==> src/nrf_pkg.sv <==
// Package with constants, types and register map for the NAND feature/reset host controller.
package nrf_pkg;
  // NAND command codes.
  localparam logic [7:0] CMD_RESET      = 8'hff;
  localparam logic [7:0] CMD_GET_FEAT   = 8'hee;
  localparam logic [7:0] CMD_SET_FEAT   = 8'hef;
  localparam logic [7:0] CMD_STATUS     = 8'h70;
  localparam logic [7:0] CMD_READ_MODE  = 8'h00;
  // Feature addresses and parameter layout.
  localparam logic [7:0] FEAT_DRIVE     = 8'h80;
  localparam logic [7:0] FEAT_PULLDOWN  = 8'h81;
  localparam logic [7:0] FEAT_DEFAULT   = 8'h00;
  localparam int         FEAT_BYTES     = 4;
  localparam int         STRENGTH_LSB   = 0;
  localparam int         STRENGTH_W     = 2;
  // Status register bits and post-reset values.
  localparam int         SR_FAIL_BIT    = 0;
  localparam int         SR_WP_BIT      = 7;
  localparam int         SR_RDY_BIT     = 6;
  localparam int         SR_ARDY_BIT    = 5;
  localparam logic [7:0] SR_RST_WP_HI   = 8'he0;
  localparam logic [7:0] SR_RST_WP_LO   = 8'h60;
  // Avalon register byte offsets.
  localparam logic [4:0] REG_CTRL       = 5'h00;
  localparam logic [4:0] REG_STATUS     = 5'h04;
  localparam logic [4:0] REG_FEAT_ADDR  = 5'h08;
  localparam logic [4:0] REG_WDATA      = 5'h0c;
  localparam logic [4:0] REG_RDATA      = 5'h10;
  localparam logic [4:0] REG_NAND_SR    = 5'h14;
  // Control register fields: bit 0 starts, bits 2:1 select the operation, bit 3 drives protect.
  localparam int         CTRL_GO_BIT    = 0;
  localparam int         CTRL_OP_LSB    = 1;
  localparam int         CTRL_WP_BIT    = 3;
  localparam logic [1:0] OP_RESET       = 2'h0;
  localparam logic [1:0] OP_GET         = 2'h1;
  localparam logic [1:0] OP_SET         = 2'h2;
  localparam logic [1:0] OP_STATUS      = 2'h3;
  // Timing at 125 MHz.
  localparam int         CLK_PERIOD_NS  = 8;
  localparam int         PULSE_TIME_NS  = 25;
  localparam int         PULSE_CYC      = (PULSE_TIME_NS + CLK_PERIOD_NS - 1) / CLK_PERIOD_NS;
  localparam int         PROTECT_SETUP_TIME_NS = 100;
  localparam int         PROTECT_CYC    =
    (PROTECT_SETUP_TIME_NS + CLK_PERIOD_NS - 1) / CLK_PERIOD_NS;
  localparam int         BUSY_WAIT_NS   = 200;
  localparam int         BUSY_WAIT_CYC  = (BUSY_WAIT_NS + CLK_PERIOD_NS - 1) / CLK_PERIOD_NS;

  // Bus cycle to the pin sequencer.
  typedef struct packed {
    logic       cle;
    logic       ale;
    logic       rd;
    logic [7:0] data;
  } nrf_cycle_t;

  // Pin bundle driven toward the memory.
  typedef struct packed {
    logic       ce_n;
    logic       cle;
    logic       ale;
    logic       we_n;
    logic       read_strobe_n;
    logic       wp_n;
    logic [7:0] io_out;
    logic       io_oe;
  } nrf_pins_t;
endpackage

==> src/nrf_sync.sv <==
`timescale 1ns/100ps
// Three-stage input synchroniser that accepts a change once stages two and three agree.
module nrf_sync #(
  parameter int W = 1
) (
  // Clock and reset.
  input  wire logic         i_sys_clk,
  input  wire logic         i_rst,
  input  wire logic         i_ce,
  // Data.
  input  wire logic [W-1:0] i_async,
  output logic      [W-1:0] o_sync
);
  logic [W-1:0] s1_r;
  logic [W-1:0] s2_r;
  logic [W-1:0] s3_r;

  always_ff @(posedge i_sys_clk or posedge i_rst)
  begin
    if (i_rst)
    begin
      // Stages start at the idle high level of the pin, so no false change follows reset.
      s1_r   <= '1;
      s2_r   <= '1;
      s3_r   <= '1;
      o_sync <= '1;
    end
    else if (i_ce)
    begin
      s1_r <= i_async;
      s2_r <= s1_r;
      s3_r <= s2_r;
      for (int i = 0; i < W; i++)
      begin
        if (s2_r[i] == s3_r[i])
          o_sync[i] <= s3_r[i];
      end
    end
  end
endmodule

==> src/nrf_cycle.sv <==
`timescale 1ns/100ps
// Pin sequencer: plays one command, address, data-in or data-out cycle on the NAND strobes.
module nrf_cycle (
  // Clock and reset.
  input  wire logic                i_sys_clk,
  input  wire logic                i_rst,
  input  wire logic                i_ce,
  // Cycle request.
  input  wire logic                i_start,
  input  wire nrf_pkg::nrf_cycle_t i_cyc,
  output logic                     o_done,
  output logic [7:0]               o_rdata,
  // Pins.
  output logic                     o_cle,
  output logic                     o_ale,
  output logic                     o_we_n,
  output logic                     o_read_strobe_n,
  output logic [7:0]               o_io_out,
  output logic                     o_io_oe,
  input  wire logic [7:0]          i_io_in
);
  typedef enum logic [1:0] {CY_IDLE, CY_LOW, CY_HIGH} nrf_cy_t;
  nrf_cy_t     st_r;
  logic [3:0]  cnt_r;
  logic        rd_r;

  always_ff @(posedge i_sys_clk or posedge i_rst)
  begin
    if (i_rst)
    begin
      st_r            <= CY_IDLE;
      cnt_r           <= 4'h0;
      rd_r            <= 1'b0;
      o_done          <= 1'b0;
      o_rdata         <= 8'h00;
      o_cle           <= 1'b0;
      o_ale           <= 1'b0;
      o_we_n          <= 1'b1;
      o_read_strobe_n <= 1'b1;
      o_io_out        <= 8'h00;
      o_io_oe         <= 1'b0;
    end
    else if (i_ce)
    begin
      o_done <= 1'b0;
      case (st_r)
        CY_IDLE:
        begin
          if (i_start)
          begin
            rd_r            <= i_cyc.rd;
            o_cle           <= i_cyc.cle;
            o_ale           <= i_cyc.ale;
            o_io_out        <= i_cyc.data;
            o_io_oe         <= ~i_cyc.rd;
            o_we_n          <= i_cyc.rd;
            o_read_strobe_n <= ~i_cyc.rd;
            cnt_r           <= 4'(nrf_pkg::PULSE_CYC);
            st_r            <= CY_LOW;
          end
        end
        CY_LOW:
        begin
          if (cnt_r > 4'h1)
            cnt_r <= cnt_r - 4'h1;
          else
          begin
            // Data is latched by the memory on the rising write strobe.
            o_we_n          <= 1'b1;
            o_read_strobe_n <= 1'b1;
            if (rd_r)
              o_rdata <= i_io_in;
            cnt_r <= 4'(nrf_pkg::PULSE_CYC);
            st_r  <= CY_HIGH;
          end
        end
        CY_HIGH:
        begin
          if (cnt_r > 4'h1)
            cnt_r <= cnt_r - 4'h1;
          else
          begin
            o_cle   <= 1'b0;
            o_ale   <= 1'b0;
            o_io_oe <= 1'b0;
            o_done  <= 1'b1;
            st_r    <= CY_IDLE;
          end
        end
        default:
          st_r <= CY_IDLE;
      endcase
    end
  end
endmodule

==> src/nrf_ctrl.sv <==
// Our own choice: the Avalon-MM register port.
`timescale 1ns/100ps
// Host controller for NAND reset, get/set features and status, with Avalon-MM registers.

// Behaviour
// - Feature commands EEh and EFh take one feature address byte.
// - Feature read: EEh, address, wait ready, then read parameters.
// - After polling status during feature read, issue 00h before reading data.
// - Feature write: EFh, address, four bytes, then busy while storing.
// - Host holds write-protect steady until the operation completes.
module nrf_ctrl (
  // Clock, reset and enable.
  input  wire logic        i_sys_clk,
  input  wire logic        i_rst,
  input  wire logic        i_ce,
  // Avalon-MM slave.
  input  wire logic [4:0]  i_avs_address,
  input  wire logic        i_avs_read,
  input  wire logic        i_avs_write,
  input  wire logic [31:0] i_avs_writedata,
  input  wire logic [3:0]  i_avs_byteenable,
  output logic [31:0]      o_avs_readdata,
  output logic             o_avs_waitrequest,
  // NAND pins.
  output logic             o_ce_n,
  output logic             o_cle,
  output logic             o_ale,
  output logic             o_we_n,
  output logic             o_read_strobe_n,
  output logic             o_wp_n,
  output logic [7:0]       o_io_out,
  output logic             o_io_oe,
  input  wire logic [7:0]  i_io_in,
  input  wire logic        i_ready_busy_n
);
  typedef enum logic [3:0] {
    S_IDLE, S_WP, S_CMD, S_ADDR, S_WDATA, S_WAIT_LO, S_WAIT_HI,
    S_RESUME, S_RDATA, S_STATUS
  } nrf_state_t;

  nrf_state_t          st_r;
  logic [1:0]          op_r;
  logic                wp_level_r;
  logic [7:0]          feat_addr_r;
  logic [31:0]         wdata_r;
  logic [31:0]         rdata_r;
  logic [7:0]          nand_sr_r;
  logic [1:0]          idx_r;
  logic [7:0]          wait_r;
  logic                busy_r;
  logic                done_r;
  logic                stat_poll_r;
  logic                rb_sync;
  logic                start_r;
  nrf_pkg::nrf_cycle_t cyc_r;
  logic                cyc_done;
  logic [7:0]          cyc_rdata;
  logic                cle_w;
  logic                ale_w;
  logic                we_n_w;
  logic                re_n_w;
  logic [7:0]          io_w;
  logic                oe_w;
  logic                acc_r;

  // Returns one byte of a four-byte parameter word, first parameter in the low byte.
  function automatic logic [7:0] param_byte(input logic [31:0] w, input logic [1:0] i);
    param_byte = w[8*i +: 8];
  endfunction

  // Keeps only the strength field for usable feature addresses; reserved bits read as zero.
  function automatic logic [31:0] mask_param(input logic [7:0] a, input logic [31:0] w);
    mask_param = 32'h0000_0000;
    if (a == nrf_pkg::FEAT_DRIVE || a == nrf_pkg::FEAT_PULLDOWN)
      mask_param[nrf_pkg::STRENGTH_LSB +: nrf_pkg::STRENGTH_W] =
        w[nrf_pkg::STRENGTH_LSB +: nrf_pkg::STRENGTH_W];
  endfunction

  nrf_sync #(.W(1)) u_rb_sync (
    .i_sys_clk (i_sys_clk),
    .i_rst     (i_rst),
    .i_ce      (i_ce),
    .i_async   (i_ready_busy_n),
    .o_sync    (rb_sync)
  );

  nrf_cycle u_cycle (
    .i_sys_clk       (i_sys_clk),
    .i_rst           (i_rst),
    .i_ce            (i_ce),
    .i_start         (start_r),
    .i_cyc           (cyc_r),
    .o_done          (cyc_done),
    .o_rdata         (cyc_rdata),
    .o_cle           (cle_w),
    .o_ale           (ale_w),
    .o_we_n          (we_n_w),
    .o_read_strobe_n (re_n_w),
    .o_io_out        (io_w),
    .o_io_oe         (oe_w),
    .i_io_in         (i_io_in)
  );

  // Avalon slave: reads and writes both drop waitrequest, and complete, one cycle after the request.
  always_ff @(posedge i_sys_clk or posedge i_rst)
  begin
    if (i_rst)
    begin
      acc_r             <= 1'b0;
      o_avs_readdata    <= 32'h0000_0000;
      o_avs_waitrequest <= 1'b1;
    end
    else if (i_ce)
    begin
      o_avs_waitrequest <= 1'b1;
      acc_r             <= 1'b0;
      if ((i_avs_read || i_avs_write) && !acc_r)
      begin
        acc_r             <= 1'b1;
        o_avs_waitrequest <= 1'b0;
        case (i_avs_address)
          nrf_pkg::REG_CTRL:      o_avs_readdata <= {28'h0, wp_level_r, op_r, 1'b0};
          nrf_pkg::REG_STATUS:    o_avs_readdata <= {29'h0, rb_sync, done_r, busy_r};
          nrf_pkg::REG_FEAT_ADDR: o_avs_readdata <= {24'h0, feat_addr_r};
          nrf_pkg::REG_WDATA:     o_avs_readdata <= wdata_r;
          nrf_pkg::REG_RDATA:     o_avs_readdata <= rdata_r;
          nrf_pkg::REG_NAND_SR:   o_avs_readdata <= {24'h0, nand_sr_r};
          default:                o_avs_readdata <= 32'h0000_0000;
        endcase
      end
    end
  end

  // Register writes and the command sequencer share state, so one process owns both.
  always_ff @(posedge i_sys_clk or posedge i_rst)
  begin
    if (i_rst)
    begin
      st_r        <= S_IDLE;
      op_r        <= nrf_pkg::OP_RESET;
      wp_level_r  <= 1'b0;
      feat_addr_r <= nrf_pkg::FEAT_DRIVE;
      wdata_r     <= 32'h0000_0000;
      rdata_r     <= 32'h0000_0000;
      nand_sr_r   <= 8'h00;
      idx_r       <= 2'h0;
      wait_r      <= 8'h00;
      busy_r      <= 1'b0;
      done_r      <= 1'b0;
      stat_poll_r <= 1'b0;
      start_r     <= 1'b0;
      cyc_r       <= '0;
      o_ce_n      <= 1'b1;
      o_wp_n      <= 1'b0;
    end
    else if (i_ce)
    begin
      start_r <= 1'b0;
      if (i_avs_write && !acc_r && !busy_r)
      begin
        case (i_avs_address)
          nrf_pkg::REG_CTRL:
          begin
            if (i_avs_byteenable[0])
            begin
              op_r       <= i_avs_writedata[nrf_pkg::CTRL_OP_LSB +: 2];
              wp_level_r <= i_avs_writedata[nrf_pkg::CTRL_WP_BIT];
              if (i_avs_writedata[nrf_pkg::CTRL_GO_BIT])
              begin
                busy_r <= 1'b1;
                done_r <= 1'b0;
                idx_r  <= 2'h0;
                // Write-protect changes only while idle, so it stays steady per operation.
                wait_r <= 8'(nrf_pkg::PROTECT_CYC);
                st_r   <= S_WP;
              end
            end
          end
          nrf_pkg::REG_FEAT_ADDR:
            if (i_avs_byteenable[0])
              feat_addr_r <= i_avs_writedata[7:0];
          nrf_pkg::REG_WDATA:
            for (int b = 0; b < 4; b++)
              if (i_avs_byteenable[b])
                wdata_r[8*b +: 8] <= i_avs_writedata[8*b +: 8];
          default:
          begin
          end
        endcase
      end
      else if (i_avs_write && !acc_r && i_avs_address == nrf_pkg::REG_CTRL &&
               i_avs_byteenable[0] && i_avs_writedata[nrf_pkg::CTRL_GO_BIT] &&
               i_avs_writedata[nrf_pkg::CTRL_OP_LSB +: 2] == nrf_pkg::OP_RESET)
      begin
        // A reset may be launched while busy to abort the running operation.
        // Done stays low, so results of the aborted transfer are never reported.
        op_r   <= nrf_pkg::OP_RESET;
        idx_r  <= 2'h0;
        wait_r <= 8'h00;
        st_r   <= S_WP;
      end
      case (st_r)
        S_IDLE:
          o_wp_n <= wp_level_r;
        S_WP:
        begin
          o_ce_n <= 1'b0;
          // Protect takes the level just written, a full setup time before the command unless a reset aborts a running operation.
          o_wp_n <= wp_level_r;
          if (wait_r != 8'h00)
            wait_r <= wait_r - 8'h01;
          else
          begin
            // Only reset, feature, status and read-mode 00h codes are sent; the one-time area is never touched.
            case (op_r)
              nrf_pkg::OP_GET:    cyc_r <= '{cle: 1'b1, ale: 1'b0, rd: 1'b0,
                                             data: nrf_pkg::CMD_GET_FEAT};
              nrf_pkg::OP_SET:    cyc_r <= '{cle: 1'b1, ale: 1'b0, rd: 1'b0,
                                             data: nrf_pkg::CMD_SET_FEAT};
              nrf_pkg::OP_STATUS: cyc_r <= '{cle: 1'b1, ale: 1'b0, rd: 1'b0,
                                             data: nrf_pkg::CMD_STATUS};
              default:            cyc_r <= '{cle: 1'b1, ale: 1'b0, rd: 1'b0,
                                             data: nrf_pkg::CMD_RESET};
            endcase
            start_r <= 1'b1;
            st_r    <= S_CMD;
          end
        end
        S_CMD:
          if (cyc_done)
          begin
            if (op_r == nrf_pkg::OP_GET || op_r == nrf_pkg::OP_SET)
            begin
              // One address cycle follows each feature command.
              cyc_r   <= '{cle: 1'b0, ale: 1'b1, rd: 1'b0, data: feat_addr_r};
              start_r <= 1'b1;
              st_r    <= S_ADDR;
            end
            else if (op_r == nrf_pkg::OP_STATUS)
            begin
              cyc_r   <= '{cle: 1'b0, ale: 1'b0, rd: 1'b1, data: 8'h00};
              start_r <= 1'b1;
              st_r    <= S_STATUS;
            end
            else
            begin
              wait_r <= 8'(nrf_pkg::BUSY_WAIT_CYC);
              st_r   <= S_WAIT_LO;
            end
          end
        S_ADDR:
          if (cyc_done)
          begin
            if (op_r == nrf_pkg::OP_SET)
            begin
              cyc_r   <= '{cle: 1'b0, ale: 1'b0, rd: 1'b0,
                           data: param_byte(mask_param(feat_addr_r, wdata_r), 2'h0)};
              start_r <= 1'b1;
              st_r    <= S_WDATA;
            end
            else
            begin
              wait_r <= 8'(nrf_pkg::BUSY_WAIT_CYC);
              st_r   <= S_WAIT_LO;
            end
          end
        S_WDATA:
          if (cyc_done)
          begin
            if (idx_r == 2'(nrf_pkg::FEAT_BYTES - 1))
            begin
              wait_r <= 8'(nrf_pkg::BUSY_WAIT_CYC);
              st_r   <= S_WAIT_LO;
            end
            else
            begin
              // Four parameter bytes, one per write strobe.
              idx_r   <= idx_r + 2'h1;
              cyc_r   <= '{cle: 1'b0, ale: 1'b0, rd: 1'b0,
                           data: param_byte(mask_param(feat_addr_r, wdata_r), idx_r + 2'h1)};
              start_r <= 1'b1;
            end
          end
        S_WAIT_LO:
        begin
          // Busy may start late; give up waiting for it after the window closes.
          if (!rb_sync || wait_r == 8'h00)
            st_r <= S_WAIT_HI;
          else
            wait_r <= wait_r - 8'h01;
        end
        S_WAIT_HI:
          if (rb_sync)
          begin
            if (op_r == nrf_pkg::OP_GET && stat_poll_r)
            begin
              // Return to data output after a status poll.
              cyc_r       <= '{cle: 1'b1, ale: 1'b0, rd: 1'b0,
                               data: nrf_pkg::CMD_READ_MODE};
              start_r     <= 1'b1;
              stat_poll_r <= 1'b0;
              st_r        <= S_RESUME;
            end
            else if (op_r == nrf_pkg::OP_GET)
            begin
              cyc_r   <= '{cle: 1'b0, ale: 1'b0, rd: 1'b1, data: 8'h00};
              start_r <= 1'b1;
              st_r    <= S_RDATA;
            end
            else
            begin
              // Feature values persist in the device; nothing is reloaded after reset.
              if (op_r == nrf_pkg::OP_RESET)
                nand_sr_r <= wp_level_r ? nrf_pkg::SR_RST_WP_HI
                                        : nrf_pkg::SR_RST_WP_LO;
              busy_r <= 1'b0;
              done_r <= 1'b1;
              o_ce_n <= 1'b1;
              st_r   <= S_IDLE;
            end
          end
        S_RESUME:
          if (cyc_done)
          begin
            cyc_r   <= '{cle: 1'b0, ale: 1'b0, rd: 1'b1, data: 8'h00};
            start_r <= 1'b1;
            st_r    <= S_RDATA;
          end
        S_RDATA:
          if (cyc_done)
          begin
            rdata_r[8*idx_r +: 8] <= cyc_rdata;
            if (idx_r == 2'(nrf_pkg::FEAT_BYTES - 1))
            begin
              busy_r <= 1'b0;
              done_r <= 1'b1;
              o_ce_n <= 1'b1;
              st_r   <= S_IDLE;
            end
            else
            begin
              idx_r   <= idx_r + 2'h1;
              start_r <= 1'b1;
            end
          end
        S_STATUS:
          if (cyc_done)
          begin
            // Bit 6 is ready and bit 0 pass or fail once ready.
            nand_sr_r <= cyc_rdata;
            if (op_r == nrf_pkg::OP_STATUS)
              stat_poll_r <= 1'b1;
            busy_r <= 1'b0;
            done_r <= 1'b1;
            o_ce_n <= 1'b1;
            st_r   <= S_IDLE;
          end
        default:
          st_r <= S_IDLE;
      endcase
    end
  end

  // Pins leave through flip-flops.
  always_ff @(posedge i_sys_clk or posedge i_rst)
  begin
    if (i_rst)
    begin
      o_cle           <= 1'b0;
      o_ale           <= 1'b0;
      o_we_n          <= 1'b1;
      o_read_strobe_n <= 1'b1;
      o_io_out        <= 8'h00;
      o_io_oe         <= 1'b0;
    end
    else if (i_ce)
    begin
      o_cle           <= cle_w;
      o_ale           <= ale_w;
      o_we_n          <= we_n_w;
      o_read_strobe_n <= re_n_w;
      o_io_out        <= io_w;
      o_io_oe         <= oe_w;
    end
  end
endmodule

==> config.mk <==
export PLATFORM = sky130hd
export DESIGN_NAME = nrf_ctrl
export DESIGN_NICKNAME = d
export VERILOG_FILES = /design/src/nrf_pkg.sv /design/src/nrf_sync.sv /design/src/nrf_cycle.sv /design/src/nrf_ctrl.sv
export SDC_FILE = /design/constraint.sdc
export NUM_CORES = 1
export LEC_CHECK = 0
export BUFFER_PORTS_ARGS = -buffer_cell sky130_fd_sc_hd__buf_2
export CELL_PAD_IN_SITES_DETAIL_PLACEMENT = 1
export CELL_PAD_IN_SITES_GLOBAL_PLACEMENT = 2
export CORE_UTILIZATION = 38
export CTS_CLUSTER_DIAMETER = 200
export CTS_CLUSTER_SIZE = 12
export DETAILED_ROUTE_END_ITERATION = 12
export HOLD_SLACK_MARGIN = 0.12
export MAX_ROUTING_LAYER = met4
export PLACE_DENSITY = 0.76
export SYNTH_ARGS = -nofsm -noshare
export SYNTH_HDL_FRONTEND = slang
export SYNTH_SLANG_ARGS = --single-unit
==> constraint.sdc <==
create_clock -name i_sys_clk -period 6.09 [get_ports i_sys_clk]
set_input_delay 0 -clock i_sys_clk [delete_from_list [all_inputs] [get_ports i_sys_clk]]
set_output_delay 0 -clock i_sys_clk [all_outputs]
set_load 0.01 [all_outputs]
# ---- Yosys cells after proc, flatten, opt, wreduce, memory -nomap -nowiden
# Index checks and enable logic that the tools add are counted.
dict set report totals {
  reg_bits 194
  out_inout_bits 48
  inputBits 55
  wordCells 302
}
dict set report op_classes {
  n_eq_ne 47
  shift 3
  mux 147
  n_addsub 4
  magnitude_cmp 1
  bitwise 2
  n_reduce_logical 52
}
# op n
set ops {}
lappend ops {{case mux 32 bit (6 select lines)} 1}
lappend ops {{2-to-1 mux 8 bit} 20}
lappend ops {{2-to-1 mux 11 bit} 12}
lappend ops {{2-to-1 mux 4 bit} 23}
lappend ops {{case mux 11 bit (6 select lines)} 1}
lappend ops {{2-to-1 mux 1 bit} 53}
lappend ops {{AND reduction 4 bit} 12}
lappend ops {{2-to-1 mux 2 bit} 20}
lappend ops {{case mux 4 bit (10 select lines)} 1}
lappend ops {{case mux 8 bit (5 select lines)} 1}
lappend ops {{negator 5 -> 34 bit} 1}
lappend ops {{variable shift 8 x 34 -> 32 bit (first input constant)} 1}
lappend ops {{variable part select 8 x 34 -> 32 bit} 1}
lappend ops {{bitwise mux 32 bit} 1}
lappend ops {{variable part select 32 x 6 -> 8 bit} 1}
lappend ops {{inequality test 2 bit (second input constant)} 13}
lappend ops {{case mux 8 bit (3 select lines)} 1}
lappend ops {{inequality test 2 x 1 -> 1 bit (second input constant)} 9}
lappend ops {{== test 4 x 3 -> 1 bit (second input constant)} 4}
lappend ops {{== test 8 bit (second input constant)} 2}
lappend ops {{case mux 8 bit (2 select lines)} 1}
lappend ops {{case mux 1 bit (2 select lines)} 6}
lappend ops {{case mux 4 bit (3 select lines)} 1}
lappend ops {{AND reduction 12 bit} 1}
lappend ops {{37 further kinds} 69}

# ---- Logic depth before layout (Yosys ltp)
dict set report depth {
  word_depth 12
  ltp_mapped 9
  ltp_nobuf 8
}

# ---- Cells and area by module
# Synthesis repeated with hierarchy kept, for this count alone.
dict set report unflattened {
  cells_unflattened 900
  area_unflattened_um2 9656.8
}
# mod seq_area_each_um2 area_each_um2 cells_each n_inst
set by_module_without_submodules {}
lappend by_module_without_submodules {nrf_ctrl 4035.1 8074.0 771 1}
lappend by_module_without_submodules {nrf_cycle 728.2 1417.6 118 1}
lappend by_module_without_submodules {nrf_sync 105.1 165.2 11 1}

# ---- Least setup slack after synthesis
# OpenSTA, ideal clock, no wires.
dict set report synth_timing {
  path_type {flip-flop to flip-flop}
  start {reg op_r[0]}
  end {reg cyc_r[0] (netlist bit)}
  setup_time_ns 0.125
  n_path_buf 1
  stages_incl_launch_ff 9
  slack_ns 4.135
  period_less_slack_ns 1.955
  arrival_ns 1.830
  required_time_ns 5.965
  path_cell_list {dfrtp_1 -> inv_1 -> ha_1 -> nor2_1 -> o21bai_1 -> a221oi_1 -> nor3_2 -> buf_6 -> mux2_4}
}
dict set report synth_between {
  elab_chain_len 5
  word_cells_on_any_way 16
  cone_classes {eq/ne: 6; mux: 7; reduce/logical: 3}
}
# item line_no
set synth_rtl {}
lappend synth_rtl {{start: declaration} nrf_ctrl.sv:42} ;# logic [1:0] op_r;
lappend synth_rtl {{start signal: assignment} nrf_ctrl.sv:140} ;# op_r <= nrf_pkg::OP_RESET;
lappend synth_rtl {{start signal: assignment} nrf_ctrl.sv:166} ;# op_r <= i_avs_writedata[nrf_pkg::CTRL_OP_LSB +: 2];
lappend synth_rtl {{start signal: assignment} nrf_ctrl.sv:197} ;# op_r <= nrf_pkg::OP_RESET;
lappend synth_rtl {{== test 2 x 1 -> 1 bit or == test 2 bit (tied branches)} n/a}
lappend synth_rtl {{logical AND 1 bit or logical OR 1 bit (tied branches)} {nrf_ctrl.sv:295, nrf_ctrl.sv:232}}
lappend synth_rtl {{2-to-1 mux 11 bit, on equally long branches} {nrf_ctrl.sv:295, nrf_ctrl.sv:232}}
lappend synth_rtl {{2-to-1 mux 11 bit, on equally long branches} {nrf_ctrl.sv:293, nrf_ctrl.sv:230}}
lappend synth_rtl {{case mux 11 bit (6 select lines)} nrf_ctrl.sv:202} ;# case (st_r)
lappend synth_rtl {{end signal: assignment} nrf_ctrl.sv:216} ;# nrf_pkg::OP_GET: cyc_r <= '{cle: 1'b1, ale: 1'b0, rd: 1'b0,
lappend synth_rtl {{end signal: assignment} nrf_ctrl.sv:298} ;# cyc_r <= '{cle: 1'b1, ale: 1'b0, rd: 1'b0,
lappend synth_rtl {{end signal: assignment} nrf_ctrl.sv:306} ;# cyc_r <= '{cle: 1'b0, ale: 1'b0, rd: 1'b1, data: 8'h00};
lappend synth_rtl {{end: declaration} nrf_ctrl.sv:55} ;# nrf_pkg::nrf_cycle_t cyc_r;
# Several ways; a longest one is shown, not always the timed one. The select of a mux whose other input is x is not followed.
# A chain may end at the register's enable or synchronous reset.

# ---- Final worst setup path
dict set report layout_timing {
  start {reg st_r[2]}
  end {reg cyc_r[10] (netlist bit)}
}
dict set report layout_between {
  elab_chain_len 3
  word_cells_on_any_way 19
  cone_classes {eq/ne: 16; mux: 1; reduce/logical: 2}
}
# item line_no
set layout_rtl {}
lappend layout_rtl {{start: declaration} nrf_ctrl.sv:41} ;# nrf_state_t st_r;
lappend layout_rtl {{start signal: assignment} nrf_ctrl.sv:139} ;# st_r <= S_IDLE;
lappend layout_rtl {{start signal: assignment} nrf_ctrl.sv:175} ;# st_r <= S_WP;
lappend layout_rtl {{start signal: assignment} nrf_ctrl.sv:200} ;# st_r <= S_WP;
lappend layout_rtl {{== test 4 x 3 -> 1 bit (tied with other cells)} nrf_ctrl.sv:202}
lappend layout_rtl {{nonzero test 6 bit (no line) (tied with other cells)} n/a}
lappend layout_rtl {{AND reduction 12 bit (no line)} n/a}
lappend layout_rtl {{end signal: assignment} nrf_ctrl.sv:216}
lappend layout_rtl {{end signal: assignment} nrf_ctrl.sv:218} ;# nrf_pkg::OP_SET: cyc_r <= '{cle: 1'b1, ale: 1'b0, rd: 1'b0,
lappend layout_rtl {{end signal: assignment} nrf_ctrl.sv:220} ;# nrf_pkg::OP_STATUS: cyc_r <= '{cle: 1'b1, ale: 1'b0, rd: 1'b0,
# Several ways; a longest one is shown, not always the timed one.

==> results.toml <==
[synthesis]
synth_compound_area_frac = 0.1678
synth_top_area_frac = 0.4904
ys_ff_latch = 194
synth_xor_area_frac = 0.001876
synth-simple-area-share = 0.1439
ys.flop_type = "dfrtp_1"
yosys.area.top_type = "dfrtp_1"
synth_mux_area_frac = 0.1056
ys_types = 75
synth_fp_nets = 970
yosysSeqAreaShare = 0.5214
synthArstFlopShare = 1.000
yosysMostFrequentCell = "dfrtp_1"
postSynthCellCount = 895
synthAdderAreaFrac = 0.02680
ys_top_cells_by_area = "dfrtp_1 49%, mux2_2 8.7%, nand2_1 5.8%"
synth_area_um2 = 9338
synth_top_family_by_area = "compound AO/OA/AOI/OAI gates"
yosysWarningCount = 0
synth_edf_count = 0
synth_common_cells = "183 x dfrtp_1, 145 x nand2_1, 92 x o21ai_0"
syn_area_per_cell_um2 = 10.43

[place]
post-place-ws_ns = 3.084
placed_area_um2 = 10110
dp_cells = 1279
hpwlAfterDp_um = 17370
gp_congestion = 0.8572
port_buffers = 102

[drt]
via_count = 7347
via_per_inst = 5.394
drc = 0
wl_per_cell_um = 19.00
dr.pass1.iters = 4
drt_wl_total_um = 25880
ant_nets = 0
drt-initial-drc-count = 359

[clock_tree]
path_clk_slew_ns = 0.08
cts_tree = "built"
cts_buffer_depth = 2
clkLatencyLatePin_ns = 0.45
cts.repair.resized = 0
clockRootBuffer = "clkbuf_16"
h-tree-depth = 4
cts_sinks = 194
cts_buffers = 17

[worst_setup_path]
cp-start-kind = "flip-flop"
slowest_stage = "nor3_2"
worstPathCellList = "nand3b_1, a2bb2oi_1, o2111ai_2, nor3_2, mux2_2"
crit_buf_inv = 0
end_kind = "flip-flop"
critical_path_required_ns = 6.42
path_class = "flip-flop to flip-flop"
crit_arrival_ns = 3.38
cp_top_family = "simple AND/OR/NAND/NOR gates"
max_stage_delay_ns = 0.92
cp_max_fo = 25

[global_routing]
antenna_found_initial = 0
grt_pass1_vias = 7656
grt.overflow.total = 0
grt_util_all_layers = 0.2218
grt_pass1_wl_um = 42660
grt_max_degree = 138

[die]
die_y_um = 158.8
die_w_um = 158.8
core-area_um2 = 23750
dieArea_um2 = 25200
initial_utilization = 0.3931
rows = 56
ios = 103

[power_and_ir_drop]
p_leak_nw = 5.069
power.clock.fraction = 0.334
powerDensity_nw_per_um2 = 305.8
p_int_mw = 2.338
ir_drop_uv = 160.2
comb_power_share = 0.194
fin_total_pwr_mw = 3.429
switchingPower_mw = 1.090
switching_share = 0.3180
p_seq_frac = 0.472

[finish]
fin_area_um2 = 11210
fin_nets = 1105
drive_gt1_frac = 0.2454
finalCoreUtilization = 0.4721
layout.cells.non_filler = 1362
antenna_cells = 0
layout-area-overhead-vs-synth_pct = 20.09

[sta]
fin_tns_setup_ns = 0
rsz0062_at_grt = "no"
finalCriticalPeriod_ns = 3.050
finalSetupViolCount = 0
setup_ws_ns = 3.040
worst_pin_slew_ns = 1.210
drv_slew = 0
fin_crit_sh = 0.5008
fin_worst_skew_ns = 0.01602
whs_ns = 0.1326
fmax_mhz = 327.9
maxSlewHeadroom = 0.1891
finalHoldViolations = 0

[outcome]
status = "complete, no violations"

[job]
cap_viol_max_count = 0

[hold_path]
holdCritPathClass = "input pin to flip-flop"
-- cells in the final DEF, fill, tap and decap left out, types with 9 or more instances in the layout --
cell type      Yosys  layout
dfstp_2           11      11
nor3_1            16      16
clkbuf_16          0      17
dfrtp_1          183     183
a31oi_1            9       9
nand3_1           26      26
inv_1             23      22
ha_1              20      20
dlygate4sd3_1      0      51
nor2_1            36      36
mux2_2            72      72
a22oi_1           29      29
o21ai_0           92      92
a21o_1            13      13
a21oi_1           33      33
nand2_1          145     145
buf_2             13     102
-- cell type report --
class	instances	area (µm²)
Clock buffer	17	425.4
Clock inverter	15	170.2
Fill cell	2684	12540
Inverter	24	97.59
Multi-Input combinational cell	633	4179
Sequential cell	194	4868
Tap cell	319	399.1
Timing Repair Buffer	160	1074
-- worst reg2reg max path, delay by kind of cell, from the launching register on --
family	cells	cell delay [ns]
AOI/OAI and AO/OA	2	0.47
muxes	1	0.43
and+or+nand+nor	2	1.17
DFF	1	0.87
-- power by group through the flow --
stage | sequential (mW) | clock [mW] | combinational, mW
after floorplan | 1.60 | 0 | 0.470
after global placement | 1.64 | 0 | 0.635
after detailed placement | 1.65 | 0 | 0.650
after CTS | 1.62 | 1.18 | 0.679
after global routing | 1.65 | 1.22 | 0.754
final | 1.62 | 1.14 | 0.666
-- final timing paths --
path / depth (start not counted) / from / endpoint / slack (ns)
worst max-delay path: 5 / st_r[2] / cyc_r[10] / 3.04
worst min-delay path: 4 / i_ce / u_rb_sync.s3_r / 0.13
worst max register to register: 5 / st_r[2] / cyc_r[10] / 3.04
worst min register to register: 1 / o_avs_readdata[6] / o_avs_readdata[6] / 0.47
max in group asynchronous: 4 / i_rst / wdata_r[6] / 4.42
min in group asynchronous: 3 / i_rst / o_io_out[0] / 0.30
-- kinds of logic (layout without fill, tap and decap cells) --
kind of cell / Yosys count / after routing
adders and majority gates: 20 / 20
AOI/OAI and AO/OA: 245 / 245
DFF: 194 / 194
muxes: 86 / 86
buffers and inverters: 68 / 216
and+or+nand+nor: 280 / 280
xor gates and xnor gates: 2 / 2
-- routing by layer --
| metal | routed length (µm) | global-route usage |
|---|---|---|
| met5 | 0 | - |
| met2 | 11970 | 0.3379 |
| met1 | 12900 | 0.3073 |
| met4 | 235 | 0.05163 |
| met3 | 779 | 0.03788 |
-- timing repair --
item / CTS / global route
setup endpoints to repair: 0 / 0
endpoints found under the hold margin: 186 / 0
hold buffers: 51 / 0
buffers inserted: 0 / 0
-- sequential cells by signal, indices dropped and copies added (netlist names), 2 cells and up --
name and cells:
wdata_r 32, wait_r 8, cyc_r 11, feat_addr_r 8, op_r 2, st_r 4
u_cycle.cnt_r 4, u_cycle.st_r 2, o_avs_readdata 32, rdata_r 32, o_io_out 8, u_cycle.o_rdata 8
u_cycle.o_io_out 8, nand_sr_r 8, idx_r 2
No activity file was read; power rests on OpenSTA's default activity.
